<file path="src/bgp_regs.vh">
// Purpose: Register indexes, field limits and reset values of the GPIO ports.
// Assumes: Eight-bit special-purpose data memory bus of the CPU core.
// Notes: Offsets are local indexes inside the GPIO address window.
`ifndef BGP_REGS_VH
`define BGP_REGS_VH
// ************************************************************
// Register indexes
// ************************************************************
`define BGP_ADDR_W 4
`define BGP_IDX_WAKE_A 4'h0
`define BGP_IDX_PULL_A 4'h1
`define BGP_IDX_DATA_A 4'h2
`define BGP_IDX_DIR_A 4'h3
`define BGP_IDX_PULL_B 4'h4
`define BGP_IDX_DATA_B 4'h5
`define BGP_IDX_DIR_B 4'h6
`define BGP_IDX_PULL_C 4'h7
`define BGP_IDX_DATA_C 4'h8
`define BGP_IDX_DIR_C 4'h9
`define BGP_IDX_PULL_D 4'ha
`define BGP_IDX_DATA_D 4'hb
`define BGP_IDX_DIR_D 4'hc
// ************************************************************
// Implemented bits and reset values
// ************************************************************
`define BGP_MASK_A 8'h9f
`define BGP_MASK_B 8'hff
`define BGP_MASK_C 8'hff
`define BGP_MASK_D 8'h0f
`define BGP_RST_DATA 8'hff
`define BGP_RST_DIR 8'hff
`define BGP_RST_PULL 8'h00
`define BGP_RST_WAKE 8'h00
`endif

</file>
<file path="src/bgp_gpio.v">
// Purpose: Four bidirectional GPIO ports with pull-high and Port A wake-up.
// Assumes: CPU reaches registers through the data memory strobes below.
// Notes: Read data is registered, so it is valid one cycle after rd_en.
`timescale 1ns/1ps
`include "bgp_regs.vh"
module bgp_gpio (
  input wire core_clk,
  input wire rst_n,
  input wire clk_en,
  input wire halted,
  input wire [3:0] addr,
  input wire wr_en,
  input wire rd_en,
  input wire [7:0] wdata,
  output reg [7:0] rdata,
  input wire [7:0] pa_in,
  input wire [7:0] pb_in,
  input wire [7:0] pc_in,
  input wire [7:0] pd_in,
  output reg [7:0] pa_out,
  output reg [7:0] pa_oe,
  output reg [7:0] pa_pull,
  output reg [7:0] pb_out,
  output reg [7:0] pb_oe,
  output reg [7:0] pb_pull,
  output reg [7:0] pc_out,
  output reg [7:0] pc_oe,
  output reg [7:0] pc_pull,
  output reg [7:0] pd_out,
  output reg [7:0] pd_oe,
  output reg [7:0] pd_pull,
  output reg wake_req
);
  // ************************************************************
  // Address decode
  // ************************************************************
  function hit;
    input [3:0] a;
    input [3:0] idx;
    begin
      hit = (a == idx);
    end
  endfunction

  // ************************************************************
  // Pin synchronisers
  // ************************************************************
  reg [31:0] meta_r;
  reg [31:0] sync_r;
  reg [7:0] pa_prev_r;
  reg [7:0] wake_en_r;
  wire [31:0] pins_in = {pd_in, pc_in, pb_in, pa_in};

  always @(posedge core_clk) begin
    if (!rst_n) begin
      meta_r <= 32'h00000000;
      sync_r <= 32'h00000000;
    end else if (clk_en) begin
      meta_r <= pins_in;
      sync_r <= meta_r;
    end
  end

  // ************************************************************
  // Ports
  // ************************************************************
  wire [31:0] rd_v;
  wire [31:0] o_n;
  wire [31:0] oe_n;
  wire [31:0] pu_n;
  wire [31:0] dq;
  wire [31:0] cq;
  wire [31:0] pq;
  wire [3:0] wr_d;
  wire [3:0] wr_c;
  wire [3:0] wr_p;
  // Tables hold one field per port, port A in the lowest field.
  localparam [31:0] MASKS = {`BGP_MASK_D, `BGP_MASK_C, `BGP_MASK_B,
    `BGP_MASK_A};
  localparam [15:0] DATA_IDX = {`BGP_IDX_DATA_D, `BGP_IDX_DATA_C,
    `BGP_IDX_DATA_B, `BGP_IDX_DATA_A};
  localparam [15:0] DIR_IDX = {`BGP_IDX_DIR_D, `BGP_IDX_DIR_C,
    `BGP_IDX_DIR_B, `BGP_IDX_DIR_A};
  localparam [15:0] PULL_IDX = {`BGP_IDX_PULL_D, `BGP_IDX_PULL_C,
    `BGP_IDX_PULL_B, `BGP_IDX_PULL_A};

  // ************************************************************
  // Write strobes
  // ************************************************************
  genvar g;
  generate
    for (g = 0; g < 4; g = g + 1) begin : gs
      assign wr_d[g] = wr_en && hit(addr, DATA_IDX[4*g+3:4*g]);
      assign wr_c[g] = wr_en && hit(addr, DIR_IDX[4*g+3:4*g]);
      assign wr_p[g] = wr_en && hit(addr, PULL_IDX[4*g+3:4*g]);
    end
  endgenerate

  // ************************************************************
  // Port instances
  // ************************************************************
  generate
    for (g = 0; g < 4; g = g + 1) begin : gp
      bgp_port #(
        .MASK(MASKS[8*g+7:8*g])
      ) i_bgp_port (
        .core_clk(core_clk),
        .rst_n(rst_n),
        .clk_en(clk_en),
        .wr_data(wr_d[g]),
        .wr_dir(wr_c[g]),
        .wr_pull(wr_p[g]),
        .wdata(wdata),
        .pin_sync(sync_r[8*g+7:8*g]),
        .data_q(dq[8*g+7:8*g]),
        .dir_q(cq[8*g+7:8*g]),
        .pull_q(pq[8*g+7:8*g]),
        .read_val(rd_v[8*g+7:8*g]),
        .pin_out_nxt(o_n[8*g+7:8*g]),
        .pin_oe_nxt(oe_n[8*g+7:8*g]),
        .pull_on_nxt(pu_n[8*g+7:8*g])
      );
    end
  endgenerate

  // ************************************************************
  // Read mux
  // ************************************************************
  reg [7:0] rd_mux;
  always @* begin
    case (addr)
      `BGP_IDX_WAKE_A: rd_mux = wake_en_r;
      `BGP_IDX_PULL_A: rd_mux = pq[7:0];
      `BGP_IDX_DATA_A: rd_mux = rd_v[7:0];
      `BGP_IDX_DIR_A: rd_mux = cq[7:0];
      `BGP_IDX_PULL_B: rd_mux = pq[15:8];
      `BGP_IDX_DATA_B: rd_mux = rd_v[15:8];
      `BGP_IDX_DIR_B: rd_mux = cq[15:8];
      `BGP_IDX_PULL_C: rd_mux = pq[23:16];
      `BGP_IDX_DATA_C: rd_mux = rd_v[23:16];
      `BGP_IDX_DIR_C: rd_mux = cq[23:16];
      `BGP_IDX_PULL_D: rd_mux = pq[31:24];
      `BGP_IDX_DATA_D: rd_mux = rd_v[31:24];
      `BGP_IDX_DIR_D: rd_mux = cq[31:24];
      default: rd_mux = 8'h00;
    endcase
  end

  // ************************************************************
  // Wake-up
  // ************************************************************
  // Edge detection uses the synchronised level, never the first stage.
  wire [7:0] pa_fall = pa_prev_r & ~sync_r[7:0] & wake_en_r;
  wire wr_wake = wr_en && hit(addr, `BGP_IDX_WAKE_A);

  always @(posedge core_clk) begin
    if (!rst_n) begin
      wake_en_r <= `BGP_RST_WAKE;
      pa_prev_r <= 8'h00;
      wake_req <= 1'b0;
    end else if (clk_en) begin
      if (wr_wake) begin
        wake_en_r <= wdata & `BGP_MASK_A;
      end
      pa_prev_r <= sync_r[7:0];
      wake_req <= halted && (|pa_fall);
    end
  end

  // ************************************************************
  // Registered outputs
  // ************************************************************
  // Read data is captured on the strobe edge and then held, so the CPU
  // may pick it up at any time before its next read.
  always @(posedge core_clk) begin
    if (!rst_n) begin
      rdata <= 8'h00;
    end else if (clk_en && rd_en) begin
      rdata <= rd_mux;
    end
  end

  // Pin controls pass one flop so the pads never see decode glitches.
  always @(posedge core_clk) begin
    if (!rst_n) begin
      pa_out <= 8'h00;
      pa_oe <= 8'h00;
      pa_pull <= 8'h00;
      pb_out <= 8'h00;
      pb_oe <= 8'h00;
      pb_pull <= 8'h00;
      pc_out <= 8'h00;
      pc_oe <= 8'h00;
      pc_pull <= 8'h00;
      pd_out <= 8'h00;
      pd_oe <= 8'h00;
      pd_pull <= 8'h00;
    end else if (clk_en) begin
      pa_out <= o_n[7:0];
      pa_oe <= oe_n[7:0];
      pa_pull <= pu_n[7:0];
      pb_out <= o_n[15:8];
      pb_oe <= oe_n[15:8];
      pb_pull <= pu_n[15:8];
      pc_out <= o_n[23:16];
      pc_oe <= oe_n[23:16];
      pc_pull <= pu_n[23:16];
      pd_out <= o_n[31:24];
      pd_oe <= oe_n[31:24];
      pd_pull <= pu_n[31:24];
    end
  end
endmodule

</file>
<file path="src/bgp_port.v">
// Purpose: One eight-bit port: output latch, direction, pull-high, read mux.
// Assumes: Pin input is already synchronised by the caller.
// Notes: Bits outside MASK never store and read as zero.
`timescale 1ns/1ps
`include "bgp_regs.vh"
module bgp_port #(
  parameter [7:0] MASK = 8'hff
) (
  input wire core_clk,
  input wire rst_n,
  input wire clk_en,
  input wire wr_data,
  input wire wr_dir,
  input wire wr_pull,
  input wire [7:0] wdata,
  input wire [7:0] pin_sync,
  output wire [7:0] data_q,
  output wire [7:0] dir_q,
  output wire [7:0] pull_q,
  output wire [7:0] read_val,
  output wire [7:0] pin_out_nxt,
  output wire [7:0] pin_oe_nxt,
  output wire [7:0] pull_on_nxt
);
  reg [7:0] data_r;
  reg [7:0] dir_r;
  reg [7:0] pull_r;

  always @(posedge core_clk) begin
    if (!rst_n) begin
      data_r <= `BGP_RST_DATA & MASK;
      dir_r <= `BGP_RST_DIR & MASK;
      pull_r <= `BGP_RST_PULL;
    end else if (clk_en) begin
      if (wr_data) begin
        data_r <= wdata & MASK;
      end
      if (wr_dir) begin
        dir_r <= wdata & MASK;
      end
      if (wr_pull) begin
        pull_r <= wdata & MASK;
      end
    end
  end

  assign data_q = data_r;
  assign dir_q = dir_r;
  assign pull_q = pull_r;
  // Output pins report the latch, input pins the live level.
  assign read_val = ((dir_r & pin_sync) | (~dir_r & data_r)) & MASK;
  assign pin_out_nxt = data_r;
  assign pin_oe_nxt = ~dir_r & MASK;
  assign pull_on_nxt = pull_r & dir_r & MASK;
endmodule

</file>
<file path="config.mk">
export PLATFORM = sky130hd
export DESIGN_NAME = bgp_gpio
export DESIGN_NICKNAME = d
export VERILOG_FILES = /design/src/bgp_gpio.v /design/src/bgp_port.v
export VERILOG_INCLUDE_DIRS = /design/src /design/src/src
export SDC_FILE = /design/constraint.sdc
export NUM_CORES = 1
export LEC_CHECK = 0
export ABC_AREA = 0
export BUFFER_PORTS_ARGS = -buffer_cell sky130_fd_sc_hd__buf_2
export CORE_MARGIN = 1.5
export CORE_UTILIZATION = 45
export CTS_CLUSTER_DIAMETER = 100
export DETAILED_ROUTE_END_ITERATION = 7
export GPL_TIMING_DRIVEN = 0
export HOLD_SLACK_MARGIN = 0.06
export PLACE_DENSITY_LB_ADDON = 0.12
export SLEW_MARGIN = 20
export SYNTH_ARGS = -nofsm -noshare
export SYNTH_HDL_FRONTEND = slang
export SYNTH_HIERARCHICAL = 1
export SYNTH_SLANG_ARGS = --single-unit
</file>
<file path="constraint.sdc">
create_clock -name core_clk -period 2.2 [get_ports core_clk]
set_input_delay 0.55 -clock core_clk [delete_from_list [all_inputs] [get_ports core_clk]]
set_output_delay 0.55 -clock core_clk [all_outputs]
set_load 0.05 [all_outputs]
</file>
==> results of run 1 <==
sequential cells by signal, indices dropped and copies added, names as in the netlist:
register              cells
gp.i_bgp_port/data_q     26
gp.i_bgp_port/dir_q      26
gp.i_bgp_port/pull_q     26
meta_r                   26
sync_r                   26
pa_oe                     8
pa_out                    8
pa_pull                   8
pb_oe                     8
pb_out                    8
pb_pull                   8
pc_oe                     8
pc_out                    8
pc_pull                   8
pd_oe                     8
pd_out                    8
pd_pull                   8
rdata                     8
pa_prev_r                 6
wake_en_r                 6
wake_req                  1
final timing paths:
kind / startpoint / endpoint / slack [ps] / depth (start not counted)
max reg2reg: gp[0].i_bgp_port/dir_q[4]$_SDFFE_PN1P_ / rdata[4]$_SDFFE_PN0P_ / 650 / 4
min reg2reg: gp[1].i_bgp_port/pull_q[5]$_SDFFE_PN0P_ / gp[1].i_bgp_port/pull_q[5]$_SDFFE_PN0P_ / 470 / 2
min: pb_in[7] / meta_r[15]$_SDFFE_PN0P_ / 270 / 3
max: addr[2] / gp[0].i_bgp_port/dir_q[1]$_SDFFE_PN1P_ / 160 / 8
layout by cell type (no fill, tap or decap), types with 5 or more instances in the layout:
| cell type | instances |
|---|---|
| nor2_1 | 13 |
| buf_2 | 182 |
| nor3_1 | 6 |
| and2_4 | 7 |
| clkbuf_1 | 26 |
| buf_4 | 69 |
| nor2b_1 | 165 |
| nand3_1 | 48 |
| conb_1 | 36 |
| mux2i_1 | 169 |
| clkinv_2 | 6 |
| a21oi_1 | 5 |
| inv_1 | 49 |
| clkbuf_8 | 5 |
| and2_1 | 37 |
| dfxtp_1 | 247 |
| o211ai_2 | 34 |
| nand4_1 | 26 |
| a22o_1 | 11 |
| and3_1 | 13 |
| buf_6 | 22 |
| mux2_2 | 16 |
| o21ai_2 | 17 |
| o21ai_0 | 35 |
| a31oi_1 | 6 |
| clkbuf_16 | 27 |
| nand2_1 | 63 |
| o211ai_1 | 12 |
| a22oi_1 | 7 |
| a211o_1 | 10 |
| a221oi_1 | 5 |
| o22ai_1 | 5 |
final cells by class:
| class | instances | area [µm²] |
|---|---|---|
| Clock buffer | 37 | 763 |
| Multi-Input combinational cell | 791 | 5750 |
| Fill cell | 2430 | 12000 |
| Timing Repair Buffer | 145 | 726 |
| Tap cell | 335 | 419 |
| Buffer | 150 | 1030 |
| Inverter | 49 | 184 |
| Sequential cell | 247 | 4940 |
| Clock inverter | 11 | 91.3 |
power by group through the flow:
stage	sequential, µW	clock, µW	combinational, µW
after floorplan	4980	0	644
after global routing	4700	4650	1260
after detailed placement	4790	0	1170
after CTS	4690	4480	1170
after global placement	4790	0	1160
final	4690	4360	1180
metal layers:
layer	share of wire [%]	wire length (µm)
met3	6.5	2180
met4	3.4	1120
met2	45	14900
met5	0	0
met1	46	15300
per-stage QoR:
step	std cells	utilization (%)	TNS [ps]
finish	1765	53.7	0
global route	1765	53.7	0
CTS	1765	53.7	0
detailed placement	1717	50.4	-57110
global placement	1717	50.4	-58830
floorplan	1237	-	0
worst max-delay path: stages:
cell	delay, ps
buf_2	130
buf_4	190
nor2_1	490
nand2_1	200
nor2_1	450
and2_0	180
buf_2	160
o211ai_1	90
==> impl_metrics.tcl, run 1 <==
set metrics [dict create \
    areaGrowthSynthToFinish_pct 18.1 \
    root_buffer "clkbuf_16" \
    dp_hpwl_um 24900 \
    routed_wl_um 33500 \
    whs_ps 270 \
    viasPerCell 5.21 \
    fmax_ghz 0.490 \
    grt_use_total_pct 24.4 \
    hold_viol 0 \
    final_nets 1461 \
    drc 0 \
    dr.pass1.iters 5 \
    rows 59 \
    antenna_found_initial 0 \
    p_clk_share_pct 42.6 \
    slew_viol_final 0 \
    clock_latency_ps 540 \
    dieArea_mm2 0.0272 \
    skew_ps 9.84 \
    cts_max_level 1 \
    met2_usage_pct 38.2 \
    cts_resized 1 \
    grtUsageMet3_pct 3.47 \
    busiest_layer "met2" \
    hold_class "primary input to register" \
    syn_inst 1203 \
    drt-initial-drc-count 593 \
    swShare_pct 26.0 \
    period_share_pct 92.8 \
    grt_pass1_vias 8516 \
    worstPathArrival_ps 2450 \
    setup_violations 0 \
    die_h_um 165 \
    gp_routability_congestion 0.988 \
    required_ps 2610 \
    max_slew_margin_pct 39.5 \
    met1_usage_pct 34.2 \
    crit_type "primary input to register" \
    cts_sinks 247 \
    critPathLaunchType "primary input" \
    vias 9202 \
    cts_tree "done" \
    fin_crit_ps 2040 \
    p_int_uw 7580 \
    placed_area_mm2 0.0131 \
    cts_buffers 27 \
    die_x_um 165 \
    crit_path_end_kind "register" \
    holdBufCountCts 0 \
    power.switching_uw 2660 \
    overflow 0 \
    crit_fanout 10 \
    power.leakage_uw 0.00635 \
    ys_warn_count 6 \
    ir_worst_vdd_mv 0.664 \
    grt_pass1_wl_um 50200 \
    pin_count 155 \
    start_util_pct 45.5 \
    clk_pin_slew_ps 60 \
    wl_per_cell_um 19.0 \
    avgSynthCellArea_um2 9.80 \
    p_per_area_mw_per_mm2 736 \
    fin_ws_ps 159 \
    clockBufferDepth 3 \
    io_buffer_count 145 \
    syn_area_mm2 0.0118 \
    outcome "finished clean" \
    fin_area_mm2 0.0139 \
    core_mm2 0.0259 \
    finalPower_uw 10200 \
    drive_above_1_share_pct 28.0 \
    grt_start_max_net_pins 14 \
    ant_nets 0 \
    rsz0062_at_grt "false" \
    drv_cap 0 \
    pwr-share-seq_pct 45.8 \
    p_comb_share_pct 11.6 \
    worst_pin_slew_ps 906 \
    pre_cts_ws_ps -603 \
    n_antenna_cell 0 \
    post_cts_buffers 0 \
]
(Power assumes the default switching activity.)
==> run 2, diff against run 1 <==
CELL_PAD_IN_SITES_DETAIL_PLACEMENT = 0   (was not set)
CELL_PAD_IN_SITES_GLOBAL_PLACEMENT = 1   (was not set)
CORE_UTILIZATION = 41   (was 45)
clock period = 1.7 ns   (was 2.2 ns; I/O delays follow)
==> impl_metrics.tcl, run 2 (synthesis results as in run 1) <==
set metrics [dict create \
    outcome "finished clean" \
    dr.pass1.iters 5 \
    cts_max_level 1 \
    die_h_um 173 \
    viasPerCell 5.04 \
    power.switching_uw 3630 \
    worstPathCellList "buf_2" \
    slowest_delay_ps 400 \
    slowest_stage "dfxtp_1" \
    post_cts_buffers 0 \
    ir_worst_vdd_mv 0.758 \
    pwr-share-seq_pct 43.6 \
    setup_violations 0 \
    swShare_pct 26.1 \
    drt-initial-drc-count 694 \
    cpLargestDelayFamily "flip-flops" \
    dieArea_mm2 0.0298 \
    dp_hpwl_um 26500 \
    fin_ws_ps 20.5 \
    finalPower_uw 13900 \
    pre_cts_ws_ps -681 \
    grt_use_total_pct 23.4 \
    vias 9140 \
    cp_num_buf_inv 1 \
    pin_count 155 \
    drv_cap 0 \
    required_ps 1270 \
    root_buffer "clkbuf_16" \
    wl_per_cell_um 19.6 \
    drive_above_1_share_pct 28.9 \
    crit_fanout 2 \
    worstPathArrival_ps 1250 \
    slew_viol_final 0 \
    critPathLaunchType "register" \
    cts_sinks 247 \
    ant_nets 0 \
    hold_class "primary input to register" \
    p_clk_share_pct 45.2 \
    core_mm2 0.0280 \
    die_x_um 173 \
    clk_pin_slew_ps 60 \
    grt_start_max_net_pins 16 \
    grt_pass1_wl_um 53900 \
    gp_routability_congestion 0.897 \
    tns_ps 0 \
    worst_pin_slew_ps 668 \
    p_per_area_mw_per_mm2 985 \
    max_slew_margin_pct 55.4 \
    clockBufferDepth 3 \
    crit_type "register to output port" \
    cts_tree "done" \
    fin_crit_ps 1680 \
    cts_resized 3 \
    crit_path_end_kind "output port" \
    n_fill_cell 2673 \
    routed_wl_um 35600 \
    start_util_pct 42.1 \
    rsz0062_at_grt "false" \
    cts_buffers 29 \
    p_comb_share_pct 11.2 \
    overflow 0 \
    grt_pass1_vias 8782 \
    period_share_pct 98.8 \
    antenna_found_initial 1 \
    areaGrowthSynthToFinish_pct 20.0 \
    power.leakage_uw 0.00642 \
    final_nets 1462 \
    skew_ps 12.7 \
    fmax_ghz 0.595 \
    io_buffer_count 145 \
    holdBufCountCts 0 \
    hold_viol 0 \
    clock_latency_ps 560 \
    rows 61 \
    drc 0 \
    final_cell_mix "dfxtp_1 (247), buf_2 (174), mux2i_1 (169)" \
    final_common_cell "dfxtp_1" \
    n_antenna_cell 0 \
    p_int_uw 10300 \
]
[run 2: power by group through the flow]
stage / sequential, µW / combinational (µW) / clock (µW)
after floorplan: 6440 / 835 / 0
after global placement: 6200 / 1530 / 0
after detailed placement: 6200 / 1540 / 0
after CTS: 6080 / 1540 / 6430
after global routing: 6090 / 1660 / 6650
final: 6070 / 1560 / 6290
[run 2: per-stage QoR]
stage          hold WS [ps]  std cells  util, %  area (µm²)
4_1_cts                 112       1813     50.4       14100
3_3_place_gp            467       1760     46.8       13100
2_1_floorplan           436       1237        -       11900
3_5_place_dp            477       1760     46.8       13100
6_report                123       1812     50.5       14100
5_1_grt                 120       1812     50.5       14100
[run 2: routing by layer]
| layer | vias up | share of wire [%] | global-route usage [%] |
|---|---|---|---|
| met4 | 0 | 3.1 | 7.53 |
| met3 | 57 | 5.3 | 3.28 |
| met5 | - | 0 | 0 |
| li1 | 4503 | - | - |
| met1 | 4293 | 46 | 32.5 |
| met2 | 287 | 45 | 37.5 |
[run 2: path summary, 6_finish.rpt]
kind / from / endpoint / slack, ps / depth (start not counted)
worst max-delay path: rdata[2]$_SDFFE_PN0P_ / rdata[2] / 20 / 1
worst min-delay path: pb_in[0] / meta_r[8]$_SDFFE_PN0P_ / 120 / 3
worst max register to register: gp[1].i_bgp_port/dir_q[1]$_SDFFE_PN1P_ / rdata[1]$_SDFFE_PN0P_ / 140 / 6
worst min register to register: gp[2].i_bgp_port/pull_q[6]$_SDFFE_PN0P_ / gp[2].i_bgp_port/pull_q[6]$_SDFFE_PN0P_ / 480 / 2
[run 2: cell type report]
cell class	instances	area, µm²	area share (%)
buffer	149	1050	7.43
clock buffer	41	841	5.95
clock inverter	12	136	0.965
inverter	49	184	1.30
multi-input combinational	791	5780	40.9
sequential	247	4940	35.0
tap	378	473	3.34
timing repair buffer	145	728	5.15
==> run 3, diff against run 2 <==
CORE_UTILIZATION = 39   (was 41)
SYNTH_HIERARCHICAL = not set   (was 1)
==> impl_metrics.tcl, run 3 <==
set metrics [dict create \
    routed_wl_um 33700 \
    max_slew_margin_pct 37.4 \
    critPathLaunchType "register" \
    period_share_pct 98.1 \
    io_buffer_count 126 \
    antenna_found_initial 1 \
    final_common_cell "dfxtp_1" \
    hold_viol 0 \
    setup_violations 0 \
    cts_max_level 1 \
    ir_worst_vdd_mv 0.600 \
    dr.pass1.iters 5 \
    p_per_area_mw_per_mm2 1040 \
    p_int_uw 9360 \
    multi_input_area_mm2 0.00500 \
    power.switching_uw 3240 \
    viasPerCell 5.13 \
    synth_top_cells_by_area "dfxtp_1 (46%), mux2i_1 (16%), nor2b_1 (7.5%), nand2_1 (4.0%), nand3_1 (3.3%)" \
    min_path_cells 3 \
    worst_pin_slew_ps 939 \
    start_util_pct 39.7 \
    ys_seq_elements 229 \
    yosysTopAreaCellShare_pct 45.9 \
    final_cell_mix "dfxtp_1 (228), mux2i_1 (156), buf_2 (138)" \
    slew_viol_final 0 \
    vias 8026 \
    synth-edff-count 0 \
    worstPathArrival_ps 2070 \
    synth_ff_type "dfxtp_1" \
    overflow 0 \
    gp_routability_congestion 0.955 \
    pwr-share-seq_pct 44.9 \
    power.leakage_uw 0.00537 \
    core_mm2 0.0252 \
    worst-r2r-setup-slack_ps 30 \
    n_fill_cell 2388 \
    skew_ps 9.18 \
    yosysTopAreaCell "dfxtp_1" \
    swShare_pct 25.7 \
    holdPathEnd "meta_r[4]$_SDFFE_PN0P_" \
    clock_latency_ps 530 \
    grt_pass1_vias 7614 \
    grt_start_max_net_pins 13 \
    dieArea_mm2 0.0266 \
    grt_use_total_pct 25.7 \
    yosysUniqueCellTypes 62 \
    drc 0 \
    cts_tree "done" \
    final_nets 1269 \
    synth_common_cells "dfxtp_1 (229), mux2i_1 (157), nor2b_1 (120)" \
    areaGrowthSynthToFinish_pct 21.6 \
    fmax_ghz 0.600 \
    die_h_um 163 \
    clockBufferDepth 3 \
    syn_area_mm2 0.00999 \
    seqCellArea_mm2 0.00459 \
    avgSynthCellArea_um2 9.57 \
    cts_buffers 26 \
    required_ps 2100 \
    crit_fanout 5 \
    syn_inst 1044 \
    holdBufCountCts 0 \
    cts_sinks 229 \
    dp_cells 1517 \
    crit_path_end_kind "register" \
    reg2regPathDepth 4 \
    drive_above_1_share_pct 20.3 \
    clk_pin_slew_ps 60 \
    outcome "finished clean" \
    fin_cells 1564 \
    synth.most_common_cell "dfxtp_1" \
    ys_warn_count 0 \
    fin_area_mm2 0.0122 \
    p_clk_share_pct 43.9 \
    n_antenna_cell 0 \
    ys_seq_area_share_pct 45.9 \
    ant_nets 0 \
    synth-async-reset-ratio_pct 0 \
    worstHoldStart "pa_in[4]" \
    p_comb_share_pct 11.3 \
    rr_startpoint "gp[1].i_bgp_port.dir_q[1]$_SDFFE_PN1P_" \
    rows 58 \
    pin_count 155 \
    root_buffer "clkbuf_16" \
    dp_hpwl_um 25400 \
    whs_ps 154 \
    fin_crit_ps 1670 \
    grt_pass1_wl_um 50200 \
    crit_type "register to register" \
    hold_class "primary input to register" \
    placed_area_mm2 0.0112 \
    die_x_um 163 \
    drv_cap 0 \
    drt-initial-drc-count 682 \
    r2r-end "rdata[1]$_SDFFE_PN0P_" \
    wl_per_cell_um 21.6 \
]
==> run 3: changes by cell type in the layout (fill, tap and decap cells not counted), moves of 25 or more <==
cell / delta
buf_4: -51
nand2_1: +46
nor2b_1: -44
buf_2: -36
o211ai_2: -34
inv_1: -30
a21boi_0: +28
clkbuf_1: +28
and2_1: -27
nand2b_1: +26
nand4_1: -25
==> run 3: area by class of cell <==
cell class | count | area share [%]
Buffer | 98 | 4.32
Clock buffer | 40 | 6.62
Clock inverter | 3 | 0.371
Inverter | 18 | 0.556
Multi-Input combinational cell | 716 | 41.1
Sequential cell | 229 | 37.7
Tap cell | 330 | 3.40
Timing Repair Buffer | 130 | 5.85
==> run 3: metal layers <==
metal | vias up | wire (µm) | global-route usage (%)
met5 | - | 0 | 0
met4 | 0 | 1130 | 9.47
met3 | 60 | 2190 | 3.89
met2 | 307 | 14800 | 40.1
met1 | 3731 | 15600 | 36.0
li1 | 3928 | - | -
==> run 3: power groups by stage <==
stage	Sequential [µW]	Combinational [µW]	Clock [µW]
5_1_grt	5660	1510	5880
2_1_floorplan	5990	733	0
3_5_place_dp	5760	1400	0
3_3_place_gp	5760	1390	0
4_1_cts	5650	1410	5630
6_report	5650	1420	5530
==> run 3: how the worst max path moves through the flow <==
stage          slack [ps]  cells past startpoint                              startpoint                                      end
5_1_grt                -1                      8                                 addr[3]   gp[2].i_bgp_port.dir_q[6]$_SDFFE_PN1P_
3_3_place_gp        -1030                      5                                  clk_en                    wake_req$_SDFFE_PN0P_
4_1_cts               0.1                      6                                  clk_en                    pa_oe[3]$_SDFFE_PN0P_
3_5_place_dp        -1020                      5                                  clk_en                    wake_req$_SDFFE_PN0P_
6_report               30                      4  gp[1].i_bgp_port.dir_q[1]$_SDFFE_PN1P_                    rdata[1]$_SDFFE_PN0P_
2_1_floorplan        -120                      6                                 addr[1]  gp[1].i_bgp_port.pull_q[0]$_SDFFE_PN0P_
==> run 3: repair_timing <==
action,CTS,global route
setup buffers,2,2
setup endpoints to repair,34,57
pin swaps,2,3
gates resized for setup,17,15
==> run 3: cell families after synthesis <==
group,Yosys count,share of synthesized area (%)
and+or+nand+nor,409,22.9
DFF,229,45.9
muxes,160,16.2
other,1,0.0375
buffers and inverters,116,5.39
AOI/OAI and AO/OA,129,9.66
==> run 3: metrics by stage <==
stage / utilization, % / setup slack, ps / power [µW] / setup TNS, ps
6_report: 48.3 / 32.3 / 12600 / 0
5_1_grt: 48.3 / -0.962 / 13100 / -0.962
4_1_cts: 48.0 / 0.108 / 12700 / 0
3_5_place_dp: 44.3 / -1020 / 7160 / -86440
3_3_place_gp: 44.3 / -1030 / 7160 / -88300
2_1_floorplan: - / -122 / 6720 / -1350
==> run 3: worst max-delay path: stages (launching register included) <==
cell and delay, ps:
dfxtp_1 600, mux2i_2 380, o2bb2ai_1 150, nor4_1 290, a31oi_1 120
